File: config.mk
export PLATFORM = sky130hd
export DESIGN_NAME = interrupt_priority_fields
export DESIGN_NICKNAME = d
export VERILOG_FILES = /design/src/core/prio_bank_pkg.sv /design/src/core/interrupt_priority_fields.sv /design/src/core/prio_field.sv
export SDC_FILE = /design/constraint.sdc
export NUM_CORES = 1
export LEC_CHECK = 0
export ABC_AREA = 1
export BUFFER_PORTS_ARGS = -buffer_cell sky130_fd_sc_hd__buf_2
export CAP_MARGIN = 30
export CORE_ASPECT_RATIO = 1.2
export CORE_MARGIN = 4
export CORE_UTILIZATION = 46
export DETAILED_ROUTE_END_ITERATION = 16
export PLACE_DENSITY_LB_ADDON = 0.3
export SLEW_MARGIN = 15
export SYNTH_ARGS = -nofsm -noshare
export SYNTH_HDL_FRONTEND = slang
export SYNTH_HIERARCHICAL = 1
export SYNTH_SLANG_ARGS = --single-unit
File: constraint.sdc
create_clock -name clk_sys -period 0.8 [get_ports clk_sys]
set_input_delay 0.16 -clock clk_sys [delete_from_list [all_inputs] [get_ports clk_sys]]
set_output_delay 0.16 -clock clk_sys [all_outputs]
set_load 0.02 [all_outputs]
File: src/core/prio_bank_pkg.sv
package prio_bank_pkg;

  // bus and field geometry
  localparam int DATA_WIDTH = 16;
  localparam int ADDR_WIDTH = 4;
  localparam int FIELD_WIDTH = 3;
  localparam int NUM_REGS = 6;
  localparam int NUM_FIELDS = 15;

  // value every priority field takes at power-on: level 4
  localparam logic [2:0] FIELD_RESET = 3'h4;
  localparam logic [2:0] FIELD_DISABLED = 3'h0;
  localparam logic [2:0] FIELD_LOWEST = 3'h1;
  localparam logic [2:0] FIELD_HIGHEST = 3'h7;

  // register offsets on the plain register port
  localparam logic [3:0] PRIO_CRC_UART_ERRORS_OFFSET = 4'h0;
  localparam logic [3:0] PRIO_LOW_VOLTAGE_OFFSET = 4'h1;
  localparam logic [3:0] PRIO_CHARGE_MEASURE_OFFSET = 4'h2;
  localparam logic [3:0] PRIO_SERIAL_THREE_OFFSET = 4'h3;
  localparam logic [3:0] PRIO_SERIAL4_ERR_I2C3_OFFSET = 4'h4;
  localparam logic [3:0] PRIO_SPI3_SERIAL4_OFFSET = 4'h5;

  localparam logic [3:0] REG_OFFSET [NUM_REGS] = '{
    PRIO_CRC_UART_ERRORS_OFFSET, PRIO_LOW_VOLTAGE_OFFSET, PRIO_CHARGE_MEASURE_OFFSET,
    PRIO_SERIAL_THREE_OFFSET, PRIO_SERIAL4_ERR_I2C3_OFFSET, PRIO_SPI3_SERIAL4_OFFSET};

  // implemented bits of each register; the rest read as zero
  localparam logic [15:0] REG_MASK [NUM_REGS] = '{
    16'h7770, 16'h0007, 16'h0070, 16'h7770, 16'h7077, 16'h7777};

  // field order: crc, serial2 err, serial1 err, low voltage, charge measure,
  // serial3 tx, rx, err, serial4 err, i2c3 master, slave,
  // spi3 event, fault, serial4 tx, rx
  localparam int FIELD_REG [NUM_FIELDS] = '{0, 0, 0, 1, 2, 3, 3, 3, 4, 4, 4, 5, 5, 5, 5};
  localparam int FIELD_LSB [NUM_FIELDS] = '{12, 8, 4, 0, 4, 12, 8, 4, 12, 4, 0, 12, 8, 4, 0};

  // a field of zero disables its source
  function automatic logic field_enabled(input logic [2:0] value);
    field_enabled = (value != FIELD_DISABLED);
  endfunction

endpackage

File: src/core/interrupt_priority_fields.sv
`timescale 1ns/100ps

module interrupt_priority_fields
#(
  parameter int ADDR_WIDTH = prio_bank_pkg::ADDR_WIDTH
)
(
  input wire logic clk_sys,
  input wire logic reset,
  input wire logic [ADDR_WIDTH-1:0] reg_addr,
  input wire logic [15:0] reg_wdata,
  input wire logic reg_write,
  input wire logic reg_read,
  output logic [15:0] reg_rdata,
  output logic [2:0] crc_error_prio,
  output logic crc_error_enable,
  output logic [2:0] serial2_error_prio,
  output logic serial2_error_enable,
  output logic [2:0] serial1_error_prio,
  output logic serial1_error_enable,
  output logic [2:0] low_voltage_prio,
  output logic low_voltage_enable,
  output logic [2:0] charge_measure_prio,
  output logic charge_measure_enable,
  output logic [2:0] serial3_tx_prio,
  output logic serial3_tx_enable,
  output logic [2:0] serial3_rx_prio,
  output logic serial3_rx_enable,
  output logic [2:0] serial3_error_prio,
  output logic serial3_error_enable,
  output logic [2:0] serial4_error_prio,
  output logic serial4_error_enable,
  output logic [2:0] i2c3_master_prio,
  output logic i2c3_master_enable,
  output logic [2:0] i2c3_slave_prio,
  output logic i2c3_slave_enable,
  output logic [2:0] spi3_event_prio,
  output logic spi3_event_enable,
  output logic [2:0] spi3_fault_prio,
  output logic spi3_fault_enable,
  output logic [2:0] serial4_tx_prio,
  output logic serial4_tx_enable,
  output logic [2:0] serial4_rx_prio,
  output logic serial4_rx_enable
);

  localparam int NF = prio_bank_pkg::NUM_FIELDS;
  localparam int NR = prio_bank_pkg::NUM_REGS;

  // offsets are four bits wide, so the address must hold them
  if (ADDR_WIDTH < 4)
  begin : addr_width_check
    $error("ADDR_WIDTH too small for the register offsets");
  end

  logic [2:0] field_level [NF];
  logic field_on [NF];
  logic [NR-1:0] reg_hit;
  logic [15:0] read_word;
  logic [15:0] reg_rdata_reg;
  logic [15:0] reg_rdata_next;

  // true when the address selects register r
  function automatic logic addr_selects(input logic [ADDR_WIDTH-1:0] addr, input int r);
    addr_selects = (addr == ADDR_WIDTH'(prio_bank_pkg::REG_OFFSET[r]));
  endfunction

  // address decode, one bit per register
  always_comb
  begin
    for (int r = 0; r < NR; r++)
      reg_hit[r] = addr_selects(reg_addr, r);
  end

  // one field register per source at its fixed register and bit position
  for (genvar f = 0; f < NF; f++)
  begin : field_gen
    prio_field u_field
    (
      .clk_sys(clk_sys),
      .reset(reset),
      .write_en(reg_write && reg_hit[prio_bank_pkg::FIELD_REG[f]]),
      .write_value(reg_wdata[prio_bank_pkg::FIELD_LSB[f] +: 3]),
      .level(field_level[f]),
      .enabled(field_on[f])
    );
  end

  // read word: fields placed at their bit positions, the rest zero
  always_comb
  begin
    read_word = 16'h0000;
    for (int f = 0; f < NF; f++)
    begin
      if (reg_hit[prio_bank_pkg::FIELD_REG[f]])
        read_word[prio_bank_pkg::FIELD_LSB[f] +: 3] = field_level[f];
    end
  end

  // read data stands for exactly the cycle after the read strobe
  assign reg_rdata_next = reg_read ? read_word : 16'h0000;

  always_ff @(posedge clk_sys or posedge reset)
  begin
    if (reset)
      reg_rdata_reg <= 16'h0000;
    else
      reg_rdata_reg <= reg_rdata_next;
  end

  assign reg_rdata = reg_rdata_reg;

  // per-source outputs straight from the field flops
  assign crc_error_prio = field_level[0];
  assign crc_error_enable = field_on[0];
  assign serial2_error_prio = field_level[1];
  assign serial2_error_enable = field_on[1];
  assign serial1_error_prio = field_level[2];
  assign serial1_error_enable = field_on[2];
  assign low_voltage_prio = field_level[3];
  assign low_voltage_enable = field_on[3];
  assign charge_measure_prio = field_level[4];
  assign charge_measure_enable = field_on[4];
  assign serial3_tx_prio = field_level[5];
  assign serial3_tx_enable = field_on[5];
  assign serial3_rx_prio = field_level[6];
  assign serial3_rx_enable = field_on[6];
  assign serial3_error_prio = field_level[7];
  assign serial3_error_enable = field_on[7];
  assign serial4_error_prio = field_level[8];
  assign serial4_error_enable = field_on[8];
  assign i2c3_master_prio = field_level[9];
  assign i2c3_master_enable = field_on[9];
  assign i2c3_slave_prio = field_level[10];
  assign i2c3_slave_enable = field_on[10];
  assign spi3_event_prio = field_level[11];
  assign spi3_event_enable = field_on[11];
  assign spi3_fault_prio = field_level[12];
  assign spi3_fault_enable = field_on[12];
  assign serial4_tx_prio = field_level[13];
  assign serial4_tx_enable = field_on[13];
  assign serial4_rx_prio = field_level[14];
  assign serial4_rx_enable = field_on[14];

  // helper: cycles since reset release, saturating
  logic [3:0] since_reset;

  always_ff @(posedge clk_sys or posedge reset)
  begin
    if (reset)
      since_reset <= 4'h0;
    else if (since_reset != 4'hF)
      since_reset <= since_reset + 4'h1;
  end

  // helper: mask of the register the address selects in this cycle
  logic [15:0] past_mask;

  always_comb
  begin
    past_mask = 16'h0000;
    for (int r = 0; r < NR; r++)
    begin
      if (reg_hit[r])
        past_mask = prio_bank_pkg::REG_MASK[r];
    end
  end

  // crc, low-voltage and serial4 rx sit at level 4 in the first cycle after reset, crc and serial4 rx enabled
  reset_level_a: assert property (
    @(posedge clk_sys) disable iff (reset)
    (since_reset == 4'h0) |-> (crc_error_prio == 3'h4 && serial4_rx_prio == 3'h4
      && low_voltage_prio == 3'h4 && crc_error_enable && serial4_rx_enable))
    else $error("field not at level 4 after reset");

  // a write of 111 shows level 7, enabled, on the next cycle
  level_seven_a: assert property (
    @(posedge clk_sys) disable iff (reset)
    (reg_write && reg_hit[0] && reg_wdata[14:12] == 3'h7)
      |=> (crc_error_prio == 3'h7 && crc_error_enable))
    else $error("all-ones field did not give level 7");

  // a write of 001 shows level 1, still enabled
  level_one_a: assert property (
    @(posedge clk_sys) disable iff (reset)
    (reg_write && reg_hit[5] && reg_wdata[2:0] == 3'h1)
      |=> (serial4_rx_prio == 3'h1 && serial4_rx_enable))
    else $error("field 001 did not give enabled level 1");

  // zero disables the source and only zero does
  zero_disables_a: assert property (
    @(posedge clk_sys) disable iff (reset)
    (low_voltage_enable == (low_voltage_prio != 3'h0))
      && (charge_measure_enable == (charge_measure_prio != 3'h0)))
    else $error("enable flag disagrees with level");

  // unimplemented bits of every read word stay zero
  unused_zero_a: assert property (
    @(posedge clk_sys) disable iff (reset)
    $past(reg_read) |-> ((reg_rdata & ~$past(past_mask)) == 16'h0000))
    else $error("unimplemented bit read as one");

  // read data is zero in any cycle not following a read
  idle_read_a: assert property (
    @(posedge clk_sys) disable iff (reset)
    !$past(reg_read) |-> (reg_rdata == 16'h0000))
    else $error("read data outside its cycle");

  // crc/serial error fields land at 14:12, 10:8 and 6:4
  crc_layout_a: assert property (
    @(posedge clk_sys) disable iff (reset)
    (reg_write && reg_hit[0]) |=> (crc_error_prio == $past(reg_wdata[14:12])
      && serial2_error_prio == $past(reg_wdata[10:8]) && serial1_error_prio == $past(reg_wdata[6:4])))
    else $error("crc register fields misplaced");

  // low-voltage field at 2:0 and charge-measure at 6:4
  single_layout_a: assert property (
    @(posedge clk_sys) disable iff (reset)
    (reg_write && (reg_hit[1] || reg_hit[2]))
      |=> ((!$past(reg_hit[1]) || low_voltage_prio == $past(reg_wdata[2:0]))
      && (!$past(reg_hit[2]) || charge_measure_prio == $past(reg_wdata[6:4]))))
    else $error("single-field register misplaced");

  // serial3 fields at 14:12, 10:8, 6:4
  serial3_layout_a: assert property (
    @(posedge clk_sys) disable iff (reset)
    (reg_write && reg_hit[3]) |=> (serial3_tx_prio == $past(reg_wdata[14:12])
      && serial3_rx_prio == $past(reg_wdata[10:8]) && serial3_error_prio == $past(reg_wdata[6:4])))
    else $error("serial3 register fields misplaced");

  // serial4 error and i2c3 fields at 14:12, 6:4, 2:0
  i2c3_layout_a: assert property (
    @(posedge clk_sys) disable iff (reset)
    (reg_write && reg_hit[4]) |=> (serial4_error_prio == $past(reg_wdata[14:12])
      && i2c3_master_prio == $past(reg_wdata[6:4]) && i2c3_slave_prio == $past(reg_wdata[2:0])))
    else $error("i2c3 register fields misplaced");

  // spi3 and serial4 fields at 14:12, 10:8, 6:4, 2:0
  spi3_layout_a: assert property (
    @(posedge clk_sys) disable iff (reset)
    (reg_write && reg_hit[5]) |=> (spi3_event_prio == $past(reg_wdata[14:12])
      && spi3_fault_prio == $past(reg_wdata[10:8]) && serial4_tx_prio == $past(reg_wdata[6:4])
      && serial4_rx_prio == $past(reg_wdata[2:0])))
    else $error("spi3 register fields misplaced");

  // a level holds steady while no write reaches its register
  level_steady_a: assert property (
    @(posedge clk_sys) disable iff (reset)
    !(reg_write && reg_hit[3]) |=> $stable(serial3_rx_prio))
    else $error("level changed without a write");

  // reading back returns what the previous write stored
  readback_a: assert property (
    @(posedge clk_sys) disable iff (reset)
    (reg_write && reg_hit[5]) ##1 (reg_read && $past(reg_addr) == reg_addr)
      |=> (reg_rdata == ($past(reg_wdata, 2) & 16'h7777)))
    else $error("read back differs from write");

  // crc/serial error word reads back its three fields and zeros
  crc_read_a: assert property (
    @(posedge clk_sys) disable iff (reset)
    (reg_read && reg_hit[0]) |=> (reg_rdata == {1'h0, $past(crc_error_prio), 1'h0, $past(serial2_error_prio),
      1'h0, $past(serial1_error_prio), 4'h0}))
    else $error("crc register read word wrong");

  // low-voltage word reads its field at 2:0 only
  low_voltage_read_a: assert property (
    @(posedge clk_sys) disable iff (reset)
    (reg_read && reg_hit[1]) |=> (reg_rdata == {13'h0000, $past(low_voltage_prio)}))
    else $error("low-voltage read word wrong");

  // charge-measure word reads its field at 6:4 only
  charge_read_a: assert property (
    @(posedge clk_sys) disable iff (reset)
    (reg_read && reg_hit[2]) |=> (reg_rdata == {9'h000, $past(charge_measure_prio), 4'h0}))
    else $error("charge-measure read word wrong");

  // serial3 word reads tx, rx and error fields
  serial3_read_a: assert property (
    @(posedge clk_sys) disable iff (reset)
    (reg_read && reg_hit[3]) |=> (reg_rdata == {1'h0, $past(serial3_tx_prio), 1'h0, $past(serial3_rx_prio),
      1'h0, $past(serial3_error_prio), 4'h0}))
    else $error("serial3 read word wrong");

  // serial4 error and i2c3 word
  i2c3_read_a: assert property (
    @(posedge clk_sys) disable iff (reset)
    (reg_read && reg_hit[4]) |=> (reg_rdata == {1'h0, $past(serial4_error_prio), 5'h00, $past(i2c3_master_prio),
      1'h0, $past(i2c3_slave_prio)}))
    else $error("i2c3 read word wrong");

  // spi3 and serial4 word, all four fields
  spi3_read_a: assert property (
    @(posedge clk_sys) disable iff (reset)
    (reg_read && reg_hit[5]) |=> (reg_rdata == {1'h0, $past(spi3_event_prio), 1'h0, $past(spi3_fault_prio),
      1'h0, $past(serial4_tx_prio), 1'h0, $past(serial4_rx_prio)}))
    else $error("spi3 read word wrong");

  // an unmapped offset reads as zero
  unmapped_read_a: assert property (
    @(posedge clk_sys) disable iff (reset)
    (reg_read && !(|reg_hit)) |=> (reg_rdata == 16'h0000))
    else $error("unmapped offset read nonzero");

  // a write to an unmapped offset leaves the fields alone
  unmapped_write_a: assert property (
    @(posedge clk_sys) disable iff (reset)
    (reg_write && !(|reg_hit)) |=> ($stable(crc_error_prio) && $stable(low_voltage_prio)
      && $stable(charge_measure_prio) && $stable(serial3_tx_prio) && $stable(i2c3_slave_prio)
      && $stable(spi3_event_prio) && $stable(serial4_rx_prio)))
    else $error("unmapped write changed a field");

  // enable flags of further sources follow their levels
  enable_follow_a: assert property (
    @(posedge clk_sys) disable iff (reset)
    (crc_error_enable == (crc_error_prio != 3'h0)) && (serial3_tx_enable == (serial3_tx_prio != 3'h0))
      && (i2c3_slave_enable == (i2c3_slave_prio != 3'h0)) && (spi3_fault_enable == (spi3_fault_prio != 3'h0))
      && (serial4_tx_enable == (serial4_tx_prio != 3'h0)))
    else $error("enable flag disagrees with level");

  // a write of 000 disables the i2c3 master source on the next cycle
  zero_write_a: assert property (
    @(posedge clk_sys) disable iff (reset)
    (reg_write && reg_hit[4] && reg_wdata[6:4] == 3'h0) |=> (i2c3_master_prio == 3'h0 && !i2c3_master_enable))
    else $error("zero field left source enabled");

  // spi3 and serial4 levels hold while their register is not written
  spi3_steady_a: assert property (
    @(posedge clk_sys) disable iff (reset)
    !(reg_write && reg_hit[5]) |=> ($stable(spi3_event_prio) && $stable(serial4_rx_prio)))
    else $error("level changed without a write");

endmodule

File: src/core/prio_field.sv
`timescale 1ns/100ps

// one 3-bit priority field with its enable decode held in flops
module prio_field
(
  input wire logic clk_sys,
  input wire logic reset,
  input wire logic write_en,
  input wire logic [2:0] write_value,
  output logic [2:0] level,
  output logic enabled
);

  logic [2:0] level_reg;
  logic enabled_reg;

  // stored level, loaded by a write
  always_ff @(posedge clk_sys or posedge reset)
  begin
    if (reset)
      level_reg <= prio_bank_pkg::FIELD_RESET;
    else if (write_en)
      level_reg <= write_value;
  end

  // enable flag tracks the stored level in the same cycle
  always_ff @(posedge clk_sys or posedge reset)
  begin
    if (reset)
      enabled_reg <= 1'b1;
    else if (write_en)
      enabled_reg <= prio_bank_pkg::field_enabled(write_value);
  end

  assign level = level_reg;
  assign enabled = enabled_reg;

endmodule

# == Word-level counts from Yosys, hierarchy flattened ==
# Index checks and enable logic that the tools add are counted.
# word_totals
ff_bits,75
in_bits,24
output_inout_bits,76
elab_cells,63
# op_classes
eq_ne,5
n_mux,16
reduce_logical,11
# ops
op,n
3-bit two-way mux,15
15-bit two-way mux,1
3-bit nonzero test,4
4-bit by 2-bit equality test with 1-bit output (second input constant),2
4-bit by 3-bit equality test with 1-bit output (second input constant),2
1-bit logical AND,6
4-bit by 1-bit equality test with 1-bit output (second input constant),1
4-bit logical NOT,1

# == Longest topological paths before layout ==
# depth
ltp_word,7
ltp_mapped,8
ltp_nobuf,7

# == Modules after synthesis ==
# The synthesis kept the hierarchy.
# modules_own_cells
module,instances,cells_per_inst,area_per_inst_um2,seq_area_each_um2
prio_field,15,18,158.9,102.6
interrupt_priority_fields,1,130,937.1,300.3

# == Least setup slack after synthesis ==
# No wires, ideal clock.
# synth_path
path_kind,input port to flip-flop
start,in reg_write
end,reg field_gen[5].u_field.enabled_reg
setup_ps,82
arrival_ps,1855
required_ps,718
slack_ps,-1137
stages,5
n_path_buf,0
cell_sequence,inv_1 > nor4_1 > inv_2 > nor2_2 > a21oi_1
# synth_via
elab_chain_len,1
# synth_rtl
item,line_no,text
start: declaration,interrupt_priority_fields.sv:12,"input wire logic reg_write,"
1-bit logical AND,interrupt_priority_fields.sv:82,".write_en(reg_write && reg_hit[prio_bank_pkg::FIELD_REG[f]]),"
end signal: assignment,prio_field.sv:32,enabled_reg <= prio_bank_pkg::field_enabled(write_value);
end: declaration,prio_field.sv:15,logic enabled_reg;
# No other way between the ends.
# A chain may end at the register's enable or synchronous reset.

# == Final worst setup path ==
# layout_path
start,reg field_gen[13].u_field.level_reg[2]
end,out serial4_tx_prio[2]
# layout_lines
item,line_no,text
start: declaration,prio_field.sv:14,logic [2:0] level_reg;
start signal: assignment,prio_field.sv:21,level_reg <= prio_bank_pkg::FIELD_RESET;
start signal: assignment,prio_field.sv:23,level_reg <= write_value;
end: declaration,interrupt_priority_fields.sv:41,"output logic [2:0] serial4_tx_prio,"
# No word-level cell between the ends.

==> qor.txt <==
Cell Chain, Critical Path: buf_6
Switching power: 5.275 mW
Port bufs: 91
Synthesized area per cell: 8.302 um^2
Post-DP HPWL: 6925 um
Vias per inst: 5.991
ANT cells: 0
Clk pin slew, worst setup/hold paths: 0.09 ns
Area Growth Syn to Fin: 89.71%
Type of the worst setup path: reg2out
Synthesized flop and latch total: 72
Number of flip-flops in the largest register: 45
Critical Path Max Stage Delay: 0.57 ns
Crit path DAT: 1.06 ns
Clock Tree Buf Depth: 2
Failing checks: setup timing
P_leak: 3.032 nW
Share of layout cells above drive strength 1: 0.6912
Power share of the combinational group: 0.410
RSZ-0062 raised after global routing: yes
Iteration-0 DRC Markers: 391
Final Hold Vio Count: 0
Syn. warnings: 6
Synth unique cells: 20
Largest net degree at the start of global routing: 17
Hold Crit Class: in2reg
Final setup violation count: 138
Register area share after synthesis: 0.5539
Clock Sinks: 72
Number of top-level pins: 100
Placer congestion estimate: 0.7877
Crit path from: field_gen[13].u_field/level[2]$_DFFE_PP1P_
First-pass GRT wire length: 19480 um
WL final: 16580 um
Total power draw: 15.14 mW
FF-to-FF Start: field_gen[1].u_field/level[2]$_DFFE_PP1P_
Pwr Density: 2403 mW/mm^2
Minimum clock period: 1.222 ns
Max cap viols: 0
GRT Residual Overflow: 0
Slowest stage cell on the critical path: dfstp_2
FP Rows: 33
Sequential Power Share: 0.350
Buf+Inv Stages, Crit Path: 1
Die width: 85.56 um
Synth Area in Simple Gates: 0.3293
Synth Area in Compound Gates: 0.04408
Final worst path period share: 1.528
Crit path required time: 0.64 ns
Slew Limit Fails: 0
Fmax: 0.8181 GHz
CP top delay family: flip-flops
Worst-path fanout max: 2
Synth Cell Area: 0.003321 mm^2
Clock power frac: 0.240
XOR/XNOR Fraction of Synth Area: 0
Status: complete, but fails checks
CTS Buf Count: 9
Via count: 4110
Worst setup EP type: primary output
Antenna-violating nets left: 0
Clock latency on the worst-skew pair: 0.36 ns
RR Endpoint: reg_rdata[10]$_DFF_PP0_
Setup slack after placement: -0.4720 ns
Core area: 0.006937 mm^2
Cells after synthesis: 400
Dominant cells by area after synthesis: dfrtp_1 32%, dfstp_2 24%, nand2_1 12%, nor2_1 8.6%, nand3_1 6.3%
Proportion of synthesized area in mux cells: 0
Sw Ratio: 0.3484
Peak VDD IR: 2006 uV
CTS Root Cell: clkbuf_8
Worst R2R Path Depth: 4
CP Depth: 1
Routed wire length per instance: 24.17 um
1st-pass router iterations: 5
Clock Skew: 0.01517 ns
Worst setup margin: -0.4224 ns
Adder-Cell Fraction of Synth Area: 0
DRC: 0
Largest family of logic cells by synthesized area: simple AND/OR/NAND/NOR gates
Share of Yosys cell area claimed by the top area cell type: 0.3165
Crit path capture: serial4_tx_prio[2]
Area leader, netlist: dfrtp_1
Gr usage total: 0.2938
Vias in the first global route: 3921
Critical Path Source Type: flip-flop
Starting density of the core: 0.4787
H-tree depth reported by CTS: 3
Initial antenna violation count: 0
Nets@finish: 618
R2R Setup Slk: -0.32 ns
CTS tree: yes
DIE AREA: 0.008648 mm^2
Die Y: 101.1 um
Hold_ws: 0.1135 ns
Int Pwr: 9.864 mW
Yosys cell counts:
cell,number
nand2_1,104
nand2_4,1
nor2_2,19
nor4_1,1
nand3_2,3
nand2_2,3
nand3_1,42
dfstp_2,30
buf_6,2
a21oi_1,15
conb_1,1
nor2_1,76
buf_4,6
o21ai_2,6
a31oi_1,3
buf_2,4
nor2_4,2
inv_1,23
inv_2,17
dfrtp_1,42
placed cells by master (no fill, tap or decap), drive strengths merged, types with 3 or more instances in the layout:
cell type / n
dfstp: 30
dfrtp: 42
a21oi: 15
bufinv: 3
a31oi: 3
nand2: 108
buf: 189
o21ai: 6
nor2: 97
clkbuf: 13
inv: 40
nand3: 45
conb: 4
cell type report:
type,count,area [um^2]
clock buffer,11,141.4
clock inverter,5,103.9
fill,227,636.9
inverter,40,200.2
multi-input combinational,279,1842
sequential,72,1847
tap,87,108.9
timing repair buffer,192,2057
worst min-delay path, cell delays in order:
cell     delay, ns
buf_2         0.15
nand2_1       0.07
nand2_1       0.05
per-layer routing:
metal  vias to the layer above  GRT usage  part of all wire
met5                         -          0                 0
met4                         0     0.1547             0.075
met3                       132    0.07768              0.11
met2                       362     0.4874              0.48
met1                      1990     0.3481              0.34
li1                       1626          -                 -
cells by family (layout without fill, tap and decap cells):
logic type / Yosys count / count (layout)
other: 1 / 4
DFF: 72 / 72
buffers and inverters: 52 / 248
AOI/OAI and AO/OA: 24 / 24
and+or+nand+nor: 251 / 251
per-stage QoR:
stage / instance area, um^2 / std cells / TNS (ns) / utilization
3_5_place_dp: 4232 / 597 / -30.16 / 0.6100
2_1_floorplan: 3502 / 403 / -22.45 / -
3_3_place_gp: 4232 / 597 / -27.91 / 0.6100
4_1_cts: 5592 / 670 / -25.12 / 0.8061
5_1_grt: 6300 / 686 / -34.13 / 0.9082
6_report: 6300 / 686 / -30.89 / 0.9082
power by group through the flow:
| stage | clock network [mW] | registers (mW) | logic (mW) |
|---|---|---|---|
| 2_1_floorplan | 0 | 6.00 | 0.901 |
| 3_3_place_gp | 0 | 5.23 | 2.89 |
| 3_5_place_dp | 0 | 5.23 | 2.96 |
| 4_1_cts | 3.56 | 5.13 | 5.10 |
| 5_1_grt | 3.78 | 5.34 | 6.44 |
| 6_report | 3.63 | 5.31 | 6.20 |
worst min path at each step:
stage                  from                                    endpoint  slack [ns]  cells past startpoint
2_1_floorplan         reset  field_gen[14].u_field/level[1]$_DFFE_PP0P_       -0.08                      1
3_3_place_gp          reset  field_gen[10].u_field/level[0]$_DFFE_PP0P_        0.25                      2
3_5_place_dp          reset  field_gen[10].u_field/level[1]$_DFFE_PP0P_        0.26                      2
4_1_cts        reg_wdata[9]  field_gen[12].u_field/level[1]$_DFFE_PP0P_        0.08                      3
5_1_grt            reg_read                      reg_rdata[2]$_DFF_PP0_        0.11                      3
6_report       reg_wdata[0]  field_gen[10].u_field/level[0]$_DFFE_PP0P_        0.11                      3
timing repair:
item / 4_1_cts / 5_1_grt
gates resized for setup: 214 / 163
pin swaps: 36 / 50
setup buffers: 53 / 29
endpoints found under the hold margin: 38 / 0
setup endpoints to repair: 135 / 146
hold buffers: 1 / 0
cloned: 3 / 1
(Power assumes the default switching activity.)
